File: config.mk
export PLATFORM = sky130hd
export DESIGN_NAME = dspdec_top
export DESIGN_NICKNAME = d
export VERILOG_FILES = /design/src/design/dspdec_pkg.sv /design/src/design/dspdec_top.sv
export SDC_FILE = /design/constraint.sdc
export NUM_CORES = 1
export LEC_CHECK = 0
export ABC_AREA = 1
export BUFFER_PORTS_ARGS = -buffer_cell sky130_fd_sc_hd__buf_2
export CELL_PAD_IN_SITES_DETAIL_PLACEMENT = 0
export CELL_PAD_IN_SITES_GLOBAL_PLACEMENT = 1
export CORE_ASPECT_RATIO = 0.75
export CORE_UTILIZATION = 39
export CTS_CLUSTER_DIAMETER = 80
export CTS_CLUSTER_SIZE = 16
export DETAILED_ROUTE_END_ITERATION = 8
export HOLD_SLACK_MARGIN = 0.15
export PLACE_DENSITY = 0.89
export SLEW_MARGIN = 5
export SYNTH_ARGS = -nofsm -noshare
export SYNTH_HDL_FRONTEND = slang
export SYNTH_SLANG_ARGS = --single-unit
File: constraint.sdc
create_clock -name clk -period 5.2 [get_ports clk]
set_input_delay 0.78 -clock clk [delete_from_list [all_inputs] [get_ports clk]]
set_output_delay 0.78 -clock clk [all_outputs]
set_load 0.02 [all_outputs]
File: src/design/dspdec_pkg.sv
// Constants for the instruction decoder and its register map
package dspdec_pkg;
  // Register byte offsets
  localparam logic [7:0] ADR_CTRL   = 8'h00;
  localparam logic [7:0] ADR_PC     = 8'h04;
  localparam logic [7:0] ADR_COND   = 8'h08;
  localparam logic [7:0] ADR_ACC    = 8'h0C;
  localparam logic [7:0] ADR_STATUS = 8'h10;
  localparam logic [7:0] ADR_INSTR  = 8'h14;
  localparam logic [7:0] ADR_OPER   = 8'h18;
  localparam logic [7:0] ADR_COUNT  = 8'h1C;
  // Field positions
  localparam int CTRL_RUN_BIT  = 0;
  localparam int COND_TC_BIT   = 4;
  localparam int COND_AUX_BIT  = 5;
  localparam int ST_BUSY_BIT   = 8;
  localparam int ST_TAKEN_BIT  = 9;
  localparam int CF_Z          = 3;
  localparam int CF_L          = 2;
  localparam int CF_V          = 1;
  localparam int CF_C          = 0;
  // Reset values
  localparam logic [15:0] PC_RESET   = 16'h0000;
  localparam logic [5:0]  COND_RESET = 6'h00;
  // Opcode patterns
  localparam logic [15:0] PAT_ABS       = 16'hBE00;
  localparam logic [15:0] PAT_PRODUCT_ACCUMULATE_OP      = 16'hBE04;
  localparam logic [15:0] PAT_BRANCH_TO_ACC_OP      = 16'hBE20;
  localparam logic [15:0] PAT_AND16     = 16'hBE81;
  localparam logic [3:0]  PFX_ADD_SHIFT = 4'h2;
  localparam logic [7:0]  PFX_ADD_HIGH  = 8'h61;
  localparam logic [7:0]  PFX_ADD_SHORT = 8'hB8;
  localparam logic [11:0] PFX_ADD_LONG  = 12'hBF9;
  localparam logic [7:0]  PFX_ADD_WITH_CARRY_OP      = 8'h60;
  localparam logic [7:0]  PFX_ADD_NO_SIGN_EXTEND_OP      = 8'h62;
  localparam logic [7:0]  PFX_ADD_SHIFT_BY_TEMP_OP      = 8'h63;
  localparam logic [7:0]  PFX_AUX_REG_ADD_IMM_OP      = 8'h78;
  localparam logic [11:0] PFX_AND_LONG  = 12'hBFB;
  localparam logic [7:0]  PFX_BRANCH_AUX_NONZERO_OP      = 8'h7B;
  localparam logic [5:0]  PFX_CONDITIONAL_BRANCH_OP      = 6'h38;
  // Selector codes
  localparam logic [1:0] SEL_PIN_LOW  = 2'h0;
  localparam logic [1:0] SEL_TC_SET   = 2'h1;
  localparam logic [1:0] SEL_TC_CLEAR = 2'h2;
  localparam logic [1:0] SEL_NONE     = 2'h3;
  // Cycle counts
  localparam logic [2:0] CYC_ONE        = 3'h1;
  localparam logic [2:0] CYC_TWO        = 3'h2;
  localparam logic [2:0] CYC_TAKEN      = 3'h4;
  localparam logic [2:0] CYC_PIN_NOT    = 3'h3;
  // Decoded operation codes
  localparam logic [4:0] OP_UNKNOWN   = 5'h00;
  localparam logic [4:0] OP_ABS       = 5'h01;
  localparam logic [4:0] OP_ADD_SHIFT = 5'h02;
  localparam logic [4:0] OP_ADD_HIGH  = 5'h03;
  localparam logic [4:0] OP_ADD_SHORT = 5'h04;
  localparam logic [4:0] OP_ADD_LONG  = 5'h05;
  localparam logic [4:0] OP_ADD_WITH_CARRY_OP      = 5'h06;
  localparam logic [4:0] OP_ADD_NO_SIGN_EXTEND_OP      = 5'h07;
  localparam logic [4:0] OP_ADD_SHIFT_BY_TEMP_OP      = 5'h08;
  localparam logic [4:0] OP_AUX_REG_ADD_IMM_OP      = 5'h09;
  localparam logic [4:0] OP_AND16     = 5'h0A;
  localparam logic [4:0] OP_AND_LONG  = 5'h0B;
  localparam logic [4:0] OP_PRODUCT_ACCUMULATE_OP      = 5'h0C;
  localparam logic [4:0] OP_BRANCH_TO_ACC_OP      = 5'h0D;
  localparam logic [4:0] OP_BRANCH_AUX_NONZERO_OP      = 5'h0E;
  localparam logic [4:0] OP_CONDITIONAL_BRANCH_OP      = 5'h0F;
  typedef enum logic [3:0] {
    ST_IDLE   = 4'b0001,
    ST_FETCH  = 4'b0010,
    ST_FETCH2 = 4'b0100,
    ST_EXEC   = 4'b1000
  } dspdec_state_t;
endpackage

File: src/design/dspdec_top.sv
// Instruction decoder with condition evaluation and fetch sequencer
//
// The register addresses and register access over Wishbone are this design's own decisions.
`timescale 1ns/100ps
module dspdec_top
  import dspdec_pkg::*;
(
  // Clock and reset
  input  wire logic        clk,
  input  wire logic        rst_n,
  // Wishbone slave
  input  wire logic        wb_cyc_i,
  input  wire logic        wb_stb_i,
  input  wire logic        wb_we_i,
  input  wire logic [7:0]  wb_adr_i,
  input  wire logic [3:0]  wb_sel_i,
  input  wire logic [31:0] wb_dat_i,
  output logic             wb_ack_o,
  output logic      [31:0] wb_dat_o,
  // Program memory
  output logic             pm_stb,
  output logic      [15:0] pm_addr,
  input  wire logic        pm_ack,
  input  wire logic [15:0] pm_data,
  // External input pin, active low
  input  wire logic        ext_input_n,
  // Decode results
  output logic             dec_valid,
  output logic      [4:0]  dec_op,
  output logic             dec_taken,
  output logic      [15:0] dec_operand,
  output logic      [3:0]  shift_amount_field,
  output logic      [7:0]  immediate_constant_field
);

  dspdec_state_t state_reg;
  dspdec_state_t state_next;

  logic        run_reg;
  logic [15:0] pc_reg;
  logic [3:0]  acc_condition_field;
  logic        test_control_flag;
  logic        aux_nonzero_reg;
  logic [15:0] acc_reg;
  logic [15:0] instr_reg;
  logic [15:0] oper_reg;
  logic [31:0] count_reg;
  logic [2:0]  cyc_reg;
  logic        taken_reg;
  logic        wb_req;
  logic        wb_wr;

  // Decode of the word in hand
  logic [15:0] cur;
  logic [4:0]  op;
  logic        two_words;
  logic        is_branch;
  logic [2:0]  cyc_taken;
  logic [2:0]  cyc_not;
  logic        taken;
  logic [1:0]  branch_cond_selector;
  logic [3:0]  cond_mask;
  logic [3:0]  cond_state;
  logic [3:0]  cond_hit;
  logic        acc_condition_field_ok;
  logic        sel_ok;
  logic        input_pin_low_cond;
  logic        test_control_clear_cond;
  logic [15:0] target;

  assign wb_req = wb_cyc_i & wb_stb_i & ~wb_ack_o;
  assign wb_wr  = wb_req & wb_we_i;

  function automatic logic [31:0] merge(
    input logic [31:0] old,
    input logic [31:0] dat,
    input logic [3:0]  sel
  );
    logic [31:0] m;
    m = {{8{sel[3]}}, {8{sel[2]}}, {8{sel[1]}}, {8{sel[0]}}};
    return (old & ~m) | (dat & m);
  endfunction

  always_comb begin
    cur = (state_reg == ST_FETCH) ? pm_data : instr_reg;
  end

  always_comb begin
    op        = OP_UNKNOWN;
    two_words = 1'b0;
    is_branch = 1'b0;
    cyc_taken = CYC_ONE;
    cyc_not   = CYC_ONE;
    if (cur == PAT_ABS) begin
      op = OP_ABS;
    end else if (cur == PAT_PRODUCT_ACCUMULATE_OP) begin
      op = OP_PRODUCT_ACCUMULATE_OP;
    end else if (cur == PAT_BRANCH_TO_ACC_OP) begin
      op        = OP_BRANCH_TO_ACC_OP;
      is_branch = 1'b1;
      cyc_taken = CYC_TAKEN;
      cyc_not   = CYC_TAKEN;
    end else if (cur == PAT_AND16) begin
      op        = OP_AND16;
      two_words = 1'b1;
      cyc_taken = CYC_TWO;
      cyc_not   = CYC_TWO;
    end else if (cur[15:4] == PFX_AND_LONG) begin
      op        = OP_AND_LONG;
      two_words = 1'b1;
      cyc_taken = CYC_TWO;
      cyc_not   = CYC_TWO;
    end else if (cur[15:4] == PFX_ADD_LONG) begin
      op        = OP_ADD_LONG;
      two_words = 1'b1;
      cyc_taken = CYC_TWO;
      cyc_not   = CYC_TWO;
    end else if (cur[15:12] == PFX_ADD_SHIFT) begin
      op = OP_ADD_SHIFT;
    end else if (cur[15:8] == PFX_ADD_HIGH) begin
      op = OP_ADD_HIGH;
    end else if (cur[15:8] == PFX_ADD_SHORT) begin
      op = OP_ADD_SHORT;
    end else if (cur[15:8] == PFX_ADD_WITH_CARRY_OP) begin
      op = OP_ADD_WITH_CARRY_OP;
    end else if (cur[15:8] == PFX_ADD_NO_SIGN_EXTEND_OP) begin
      op = OP_ADD_NO_SIGN_EXTEND_OP;
    end else if (cur[15:8] == PFX_ADD_SHIFT_BY_TEMP_OP) begin
      op = OP_ADD_SHIFT_BY_TEMP_OP;
    end else if (cur[15:8] == PFX_AUX_REG_ADD_IMM_OP) begin
      op = OP_AUX_REG_ADD_IMM_OP;
    end else if (cur[15:8] == PFX_BRANCH_AUX_NONZERO_OP) begin
      op        = OP_BRANCH_AUX_NONZERO_OP;
      two_words = 1'b1;
      is_branch = 1'b1;
      cyc_taken = CYC_TAKEN;
      cyc_not   = CYC_TWO;
    end else if (cur[15:10] == PFX_CONDITIONAL_BRANCH_OP) begin
      op        = OP_CONDITIONAL_BRANCH_OP;
      two_words = 1'b1;
      is_branch = 1'b1;
      cyc_taken = CYC_TAKEN;
      cyc_not   = (cur[9:8] == SEL_PIN_LOW) ? CYC_PIN_NOT : CYC_TWO;
    end
  end

  // Condition evaluation for the conditional branch group
  always_comb begin
    branch_cond_selector    = cur[9:8];
    cond_mask               = cur[3:0];
    cond_state              = cur[7:4];
    input_pin_low_cond      = ~ext_input_n;
    test_control_clear_cond = ~test_control_flag;
    // Masked condition bits that match their required state
    cond_hit = cond_mask & ~(cond_state ^ acc_condition_field);
    acc_condition_field_ok  = (cond_mask == 4'h0) | (|cond_hit);
    case (branch_cond_selector)
      SEL_PIN_LOW:  sel_ok = input_pin_low_cond;
      SEL_TC_SET:   sel_ok = test_control_flag;
      SEL_TC_CLEAR: sel_ok = test_control_clear_cond;
      default:      sel_ok = 1'b1;
    endcase
  end

  always_comb begin
    case (op)
      OP_BRANCH_TO_ACC_OP: taken = 1'b1;
      OP_BRANCH_AUX_NONZERO_OP: taken = aux_nonzero_reg;
      OP_CONDITIONAL_BRANCH_OP: taken = sel_ok & acc_condition_field_ok;
      default: taken = 1'b0;
    endcase
    target = (op == OP_BRANCH_TO_ACC_OP) ? acc_reg : oper_reg;
  end

  // Sequencer
  always_comb begin
    state_next = state_reg;
    case (state_reg)
      ST_IDLE: begin
        if (run_reg) begin
          state_next = ST_FETCH;
        end
      end
      ST_FETCH: begin
        if (pm_ack) begin
          state_next = two_words ? ST_FETCH2 : ST_EXEC;
        end
      end
      ST_FETCH2: begin
        if (pm_ack) begin
          state_next = ST_EXEC;
        end
      end
      ST_EXEC: begin
        if (cyc_reg == CYC_ONE) begin
          state_next = ST_IDLE;
        end
      end
      default: state_next = ST_IDLE;
    endcase
  end

  always_ff @(posedge clk) begin
    if (!rst_n) begin
      state_reg <= ST_IDLE;
    end else begin
      state_reg <= state_next;
    end
  end

  // Program memory strobe and address
  always_ff @(posedge clk) begin
    if (!rst_n) begin
      pm_stb  <= 1'b0;
      pm_addr <= PC_RESET;
    end else begin
      case (state_next)
        ST_FETCH: begin
          pm_stb  <= ~(state_reg == ST_FETCH && pm_ack);
          pm_addr <= pc_reg;
        end
        ST_FETCH2: begin
          pm_stb  <= ~(state_reg == ST_FETCH2 && pm_ack);
          pm_addr <= pc_reg + 16'h0001;
        end
        default: pm_stb <= 1'b0;
      endcase
    end
  end

  // Instruction and operand words
  always_ff @(posedge clk) begin
    if (!rst_n) begin
      instr_reg <= 16'h0000;
      oper_reg  <= 16'h0000;
    end else begin
      if (state_reg == ST_FETCH && pm_ack) begin
        instr_reg <= pm_data;
      end
      if (state_reg == ST_FETCH2 && pm_ack) begin
        oper_reg <= pm_data;
      end
    end
  end

  // Cycle count and branch decision taken at entry to execution
  always_ff @(posedge clk) begin
    if (!rst_n) begin
      cyc_reg   <= CYC_ONE;
      taken_reg <= 1'b0;
    end else if (state_next == ST_EXEC && state_reg != ST_EXEC) begin
      taken_reg <= taken;
      cyc_reg   <= taken ? cyc_taken : cyc_not;
    end else if (state_reg == ST_EXEC) begin
      cyc_reg <= cyc_reg - CYC_ONE;
    end
  end

  // Software registers and program counter
  always_ff @(posedge clk) begin
    if (!rst_n) begin
      run_reg             <= 1'b0;
      pc_reg              <= PC_RESET;
      acc_condition_field <= COND_RESET[3:0];
      test_control_flag   <= COND_RESET[COND_TC_BIT];
      aux_nonzero_reg     <= COND_RESET[COND_AUX_BIT];
      acc_reg             <= 16'h0000;
    end else begin
      if (wb_wr && wb_adr_i == ADR_CTRL && wb_sel_i[0]) begin
        run_reg <= wb_dat_i[CTRL_RUN_BIT];
      end
      if (wb_wr && wb_adr_i == ADR_COND && wb_sel_i[0]) begin
        acc_condition_field <= wb_dat_i[3:0];
        test_control_flag   <= wb_dat_i[COND_TC_BIT];
        aux_nonzero_reg     <= wb_dat_i[COND_AUX_BIT];
      end
      if (wb_wr && wb_adr_i == ADR_ACC) begin
        acc_reg <= 16'(merge({16'h0000, acc_reg}, wb_dat_i, wb_sel_i));
      end
      // Retirement moves the counter past the instruction or to the target
      if (state_reg == ST_EXEC && cyc_reg == CYC_ONE) begin
        if (taken_reg) begin
          pc_reg <= target;
        end else if (two_words) begin
          pc_reg <= pc_reg + 16'h0002;
        end else begin
          pc_reg <= pc_reg + 16'h0001;
        end
      end else if (wb_wr && wb_adr_i == ADR_PC) begin
        pc_reg <= 16'(merge({16'h0000, pc_reg}, wb_dat_i, wb_sel_i));
      end
    end
  end

  // Retired instruction count
  always_ff @(posedge clk) begin
    if (!rst_n) begin
      count_reg <= 32'h0000_0000;
    end else if (state_reg == ST_EXEC && cyc_reg == CYC_ONE) begin
      count_reg <= count_reg + 32'h0000_0001;
    end else if (wb_wr && wb_adr_i == ADR_COUNT) begin
      count_reg <= merge(count_reg, wb_dat_i, wb_sel_i);
    end
  end

  // Decode result outputs, loaded at retirement and held, with dec_valid pulsed for one cycle
  always_ff @(posedge clk) begin
    if (!rst_n) begin
      dec_valid                <= 1'b0;
      dec_op                   <= OP_UNKNOWN;
      dec_taken                <= 1'b0;
      dec_operand              <= 16'h0000;
      shift_amount_field       <= 4'h0;
      immediate_constant_field <= 8'h00;
    end else begin
      dec_valid <= state_reg == ST_EXEC && cyc_reg == CYC_ONE;
      if (state_reg == ST_EXEC && cyc_reg == CYC_ONE) begin
        dec_op    <= op;
        dec_taken <= taken_reg;
        if (op == OP_BRANCH_TO_ACC_OP) begin
          dec_operand <= acc_reg;
        end else if (two_words) begin
          dec_operand <= oper_reg;
        end else begin
          dec_operand <= {8'h00, cur[7:0]};
        end
        if (op == OP_ADD_SHIFT) begin
          shift_amount_field <= cur[11:8];
        end else if (op == OP_AND16) begin
          shift_amount_field <= 4'h0;
        end else begin
          shift_amount_field <= cur[3:0];
        end
        immediate_constant_field <= cur[7:0];
      end
    end
  end

  // Bus answer one cycle after the request, dropped the cycle after
  always_ff @(posedge clk) begin
    if (!rst_n) begin
      wb_ack_o <= 1'b0;
      wb_dat_o <= 32'h0000_0000;
    end else begin
      wb_ack_o <= wb_req;
      if (wb_req && !wb_we_i) begin
        case (wb_adr_i)
          ADR_CTRL:   wb_dat_o <= {31'h0, run_reg};
          ADR_PC:     wb_dat_o <= {16'h0000, pc_reg};
          ADR_COND:   wb_dat_o <= {26'h0, aux_nonzero_reg, test_control_flag,
                                   acc_condition_field};
          ADR_ACC:    wb_dat_o <= {16'h0000, acc_reg};
          ADR_STATUS: wb_dat_o <= {22'h0, dec_taken, state_reg != ST_IDLE,
                                   3'h0, dec_op};
          ADR_INSTR:  wb_dat_o <= {16'h0000, instr_reg};
          ADR_OPER:   wb_dat_o <= {16'h0000, oper_reg};
          ADR_COUNT:  wb_dat_o <= count_reg;
          default:    wb_dat_o <= 32'h0000_0000;
        endcase
      end else begin
        wb_dat_o <= 32'h0000_0000;
      end
    end
  end

endmodule

==> reports/results.tsv <==
stage	metric	value	unit
logic_synthesis	synthTopCellsByArea	dfxtp_1 (36%), nand2_1 (11%), inv_1 (7.5%), o21ai_0 (6.9%), a21oi_1 (6.6%)	
floorplanning	core	27000	um^2
cells_and_area	finalNetCount	1787	
floorplanning	placementRows	52	
placement	gp_congestion	0.960	
routing	first_pass_iters	7	
timing	slew_violations	0	
cells_and_area	postLayoutCoreUtil	45.3	%
global_routing	grt_util_all_layers	28.4	%
timing	setup_viol	0	
logic_synthesis	ys_ff_latch	195	
timing	min_period	3.61	ns
timing	max-slew-margin-rel	20.6	%
cells_and_area	syn2layout_area_growth	13.9	%
timing	hold_violations	0	
critical_path	path_cells	inv_2 > nor2_4 > nand2_2 > nand2_1 > nand2_1 > inv_1 > nand2_1 > nor2_2 > nand3_1 > buf_4 > inv_1 > nand2_1 > o21ai_0 > nand2_1 > nand3_1 > nand2_1 > inv_1	
clock_network	clkSlewWorstSetupHoldPaths	0.08	ns
placement	postPlaceCellArea	11600	um^2
clock_network	htreeDepth	4	
cells_and_area	final_common_cell	nand2_1	
cells_and_area	final_area	12200	um^2
clock_network	clockRootBuffer	clkbuf_16	
routing	wire_per_inst	19.3	um
critical_path	startpoint_type	flop	
pwr	ir_drop	0.240	mV
job	max_cap_violations	0	
clock_network	post_cts_resized	0	
logic_synthesis	synth_area_per_cell	6.64	um^2
critical_path	crit_path_max_incr_delay	0.38	ns
timing	timing.final.crit_share	69.5	%
logic_synthesis	synth_seq_area_share	36.4	%
logic_synthesis	synth_cell_types	45	
pwr	power	3.01	mW
global_routing	grt_pass1_wl	62.0	mm
cells_and_area	n_fill_cell	2830	
clock_network	cts_buffers	17	
timing	fmax	277	MHz
clock_network	cts_tree	built	
routing	drtAntennaViolNets	0	
logic_synthesis	synth_top_area_share	36.4	%
timing	setup_tns	0	ns
cells_and_area	drive_above_1_share	13.8	%
logic_synthesis	syn-num-nets	1687	
critical_path	worst-path-buf-inv	5	
routing	drt_iter0_drc	1187	
logic_synthesis	syn_area	10700	um^2
logic_synthesis	yosysTopAreaCell	dfxtp_1	
critical_path	cpMostUsedCell	nand2_1	
critical_path	cp.arrival	4.03	ns
global_routing	overflow	0	
routing	routed_wl	40.2	mm
critical_path	criticalPathCategory	reg -> reg	
floorplanning	die_x	194	um
placement	numPortBuffers	150	
global_routing	grt_pass1_vias	10468	
placement	dp_hpwl	30.1	mm
cells_and_area	regArea	3900	um^2
critical_path	worstPathMaxFanout	31	
critical_path	path_delay_family	simple AND/OR/NAND/NOR gates	
clock_network	cts.sinks	195	
global_routing	grt_max_degree	90	
worst_hold_path	hold_path_class	reg -> reg	
clock_network	cts.path.max_buffers	2	
timing	fin_worst_skew	0.0139	ns
routing	route.vias.total	11595	
logic_synthesis	async_flop_share	0	%
global_routing	grt_antenna_before_repair	0	
cells_and_area	most-common-layout-cells	nand2_1 (307), inv_1 (213), dfxtp_1 (195), buf_2 (150), o21ai_0 (147)	
clock_network	cts_setup_buffers	0	
pwr	power.density	246	nW/um^2
floorplanning	die_y	146	um
status	outcome	finished with violations	
critical_path	crit_path_end_kind	flop	
logic_synthesis	ys.flop_type	dfxtp_1	
clock_network	clkLatencyLatePin	0.46	ns
pwr	leakagePower	4.95	nW
routing	drc	9	
logic_synthesis	synth-edff-count	0	
floorplanning	start_util	39.7	%
cells_and_area	antenna_cells	0	
timing	rsz0062_at_grt	false	
critical_path	required	5.62	ns
logic_synthesis	yosysWarningCount	0	
clock_network	ctsHoldBuffers	0	
logic_synthesis	synth_cells	1615	
floorplanning	num_io_pins	152	
critical_path	critPathSlowestCell	nand2_2	
status	violations	DRC	
cells_and_area	multiInputGateArea	5610	um^2
floorplanning	die_area	28200	um^2
timing	worst_pin_slew	1.19	ns
routing	avgViaCountPerCell	5.58	
metrics by stage:
stage | setup WS [ns] | cells | hold WS, ns
floorplan | 2.74 | 1615 | 0.444
global placement | 1.76 | 2047 | 0.457
detailed placement | 1.80 | 2047 | 0.457
CTS | 1.75 | 2079 | 0.468
global route | 1.37 | 2079 | 0.486
finish | 1.59 | 2079 | 0.468
cells in the mapped netlist (18+ instances only):
cell,number
nand2_1,307
inv_1,214
dfxtp_1,195
o21ai_0,147
a21oi_1,141
nor2_1,140
nand3_1,96
clkbuf_1,53
nor3_1,48
a31oi_1,35
xor2_1,32
nand4_1,23
o22ai_1,20
o21ai_1,19
a221oi_1,18
power breakdown:
part,switching [mW],internal (mW)
sequential,0.000368,1.49
clock,0.679,0.738
combinational,0.0720,0.0289
cell type report:
type	count	area share (%)
multi-input cells	1118	45.9
flip-flops and latches	195	31.9
inverters	223	6.87
repair buffers	160	6.76
clock buffers	18	3.59
well taps	351	3.59
clock inverters	14	1.36
worst register-to-register path: cells and delay by family (launching register included):
family | cells | cell delay, ns
AOI/OAI and AO/OA | 1 | 0.24
DFF | 1 | 0.35
buffers and inverters | 5 | 0.98
and+or+nand+nor | 11 | 1.99
per-layer routing:
metal / track usage, % / wire length [um]
met4: 8.92 / 931
met3: 6.12 / 3640
met1: 41.7 / 18800
met5: 0 / 0
met2: 41.1 / 16900
worst paths after layout:
check,startpoint,endpoint,slack [ns],cells after the start
max,state_reg[1],flop,1.59,17
min,pm_addr[8],pm_addr[8],0.47,2
max reg2reg,state_reg[1],flop,1.59,17
min reg2reg,pm_addr[8],pm_addr[8],0.47,2
cells by family after synthesis:
kind of cell               share of synthesized area (%)
DFF                                                 36.4
and+or+nand+nor                                     26.8
xor gates and xnor gates                            2.61
AOI/OAI and AO/OA                                   22.3
other                                             0.0350
adders and majority gates                          0.583
buffers and inverters                               11.3
No activity file was read; power rests on OpenSTA's default activity.
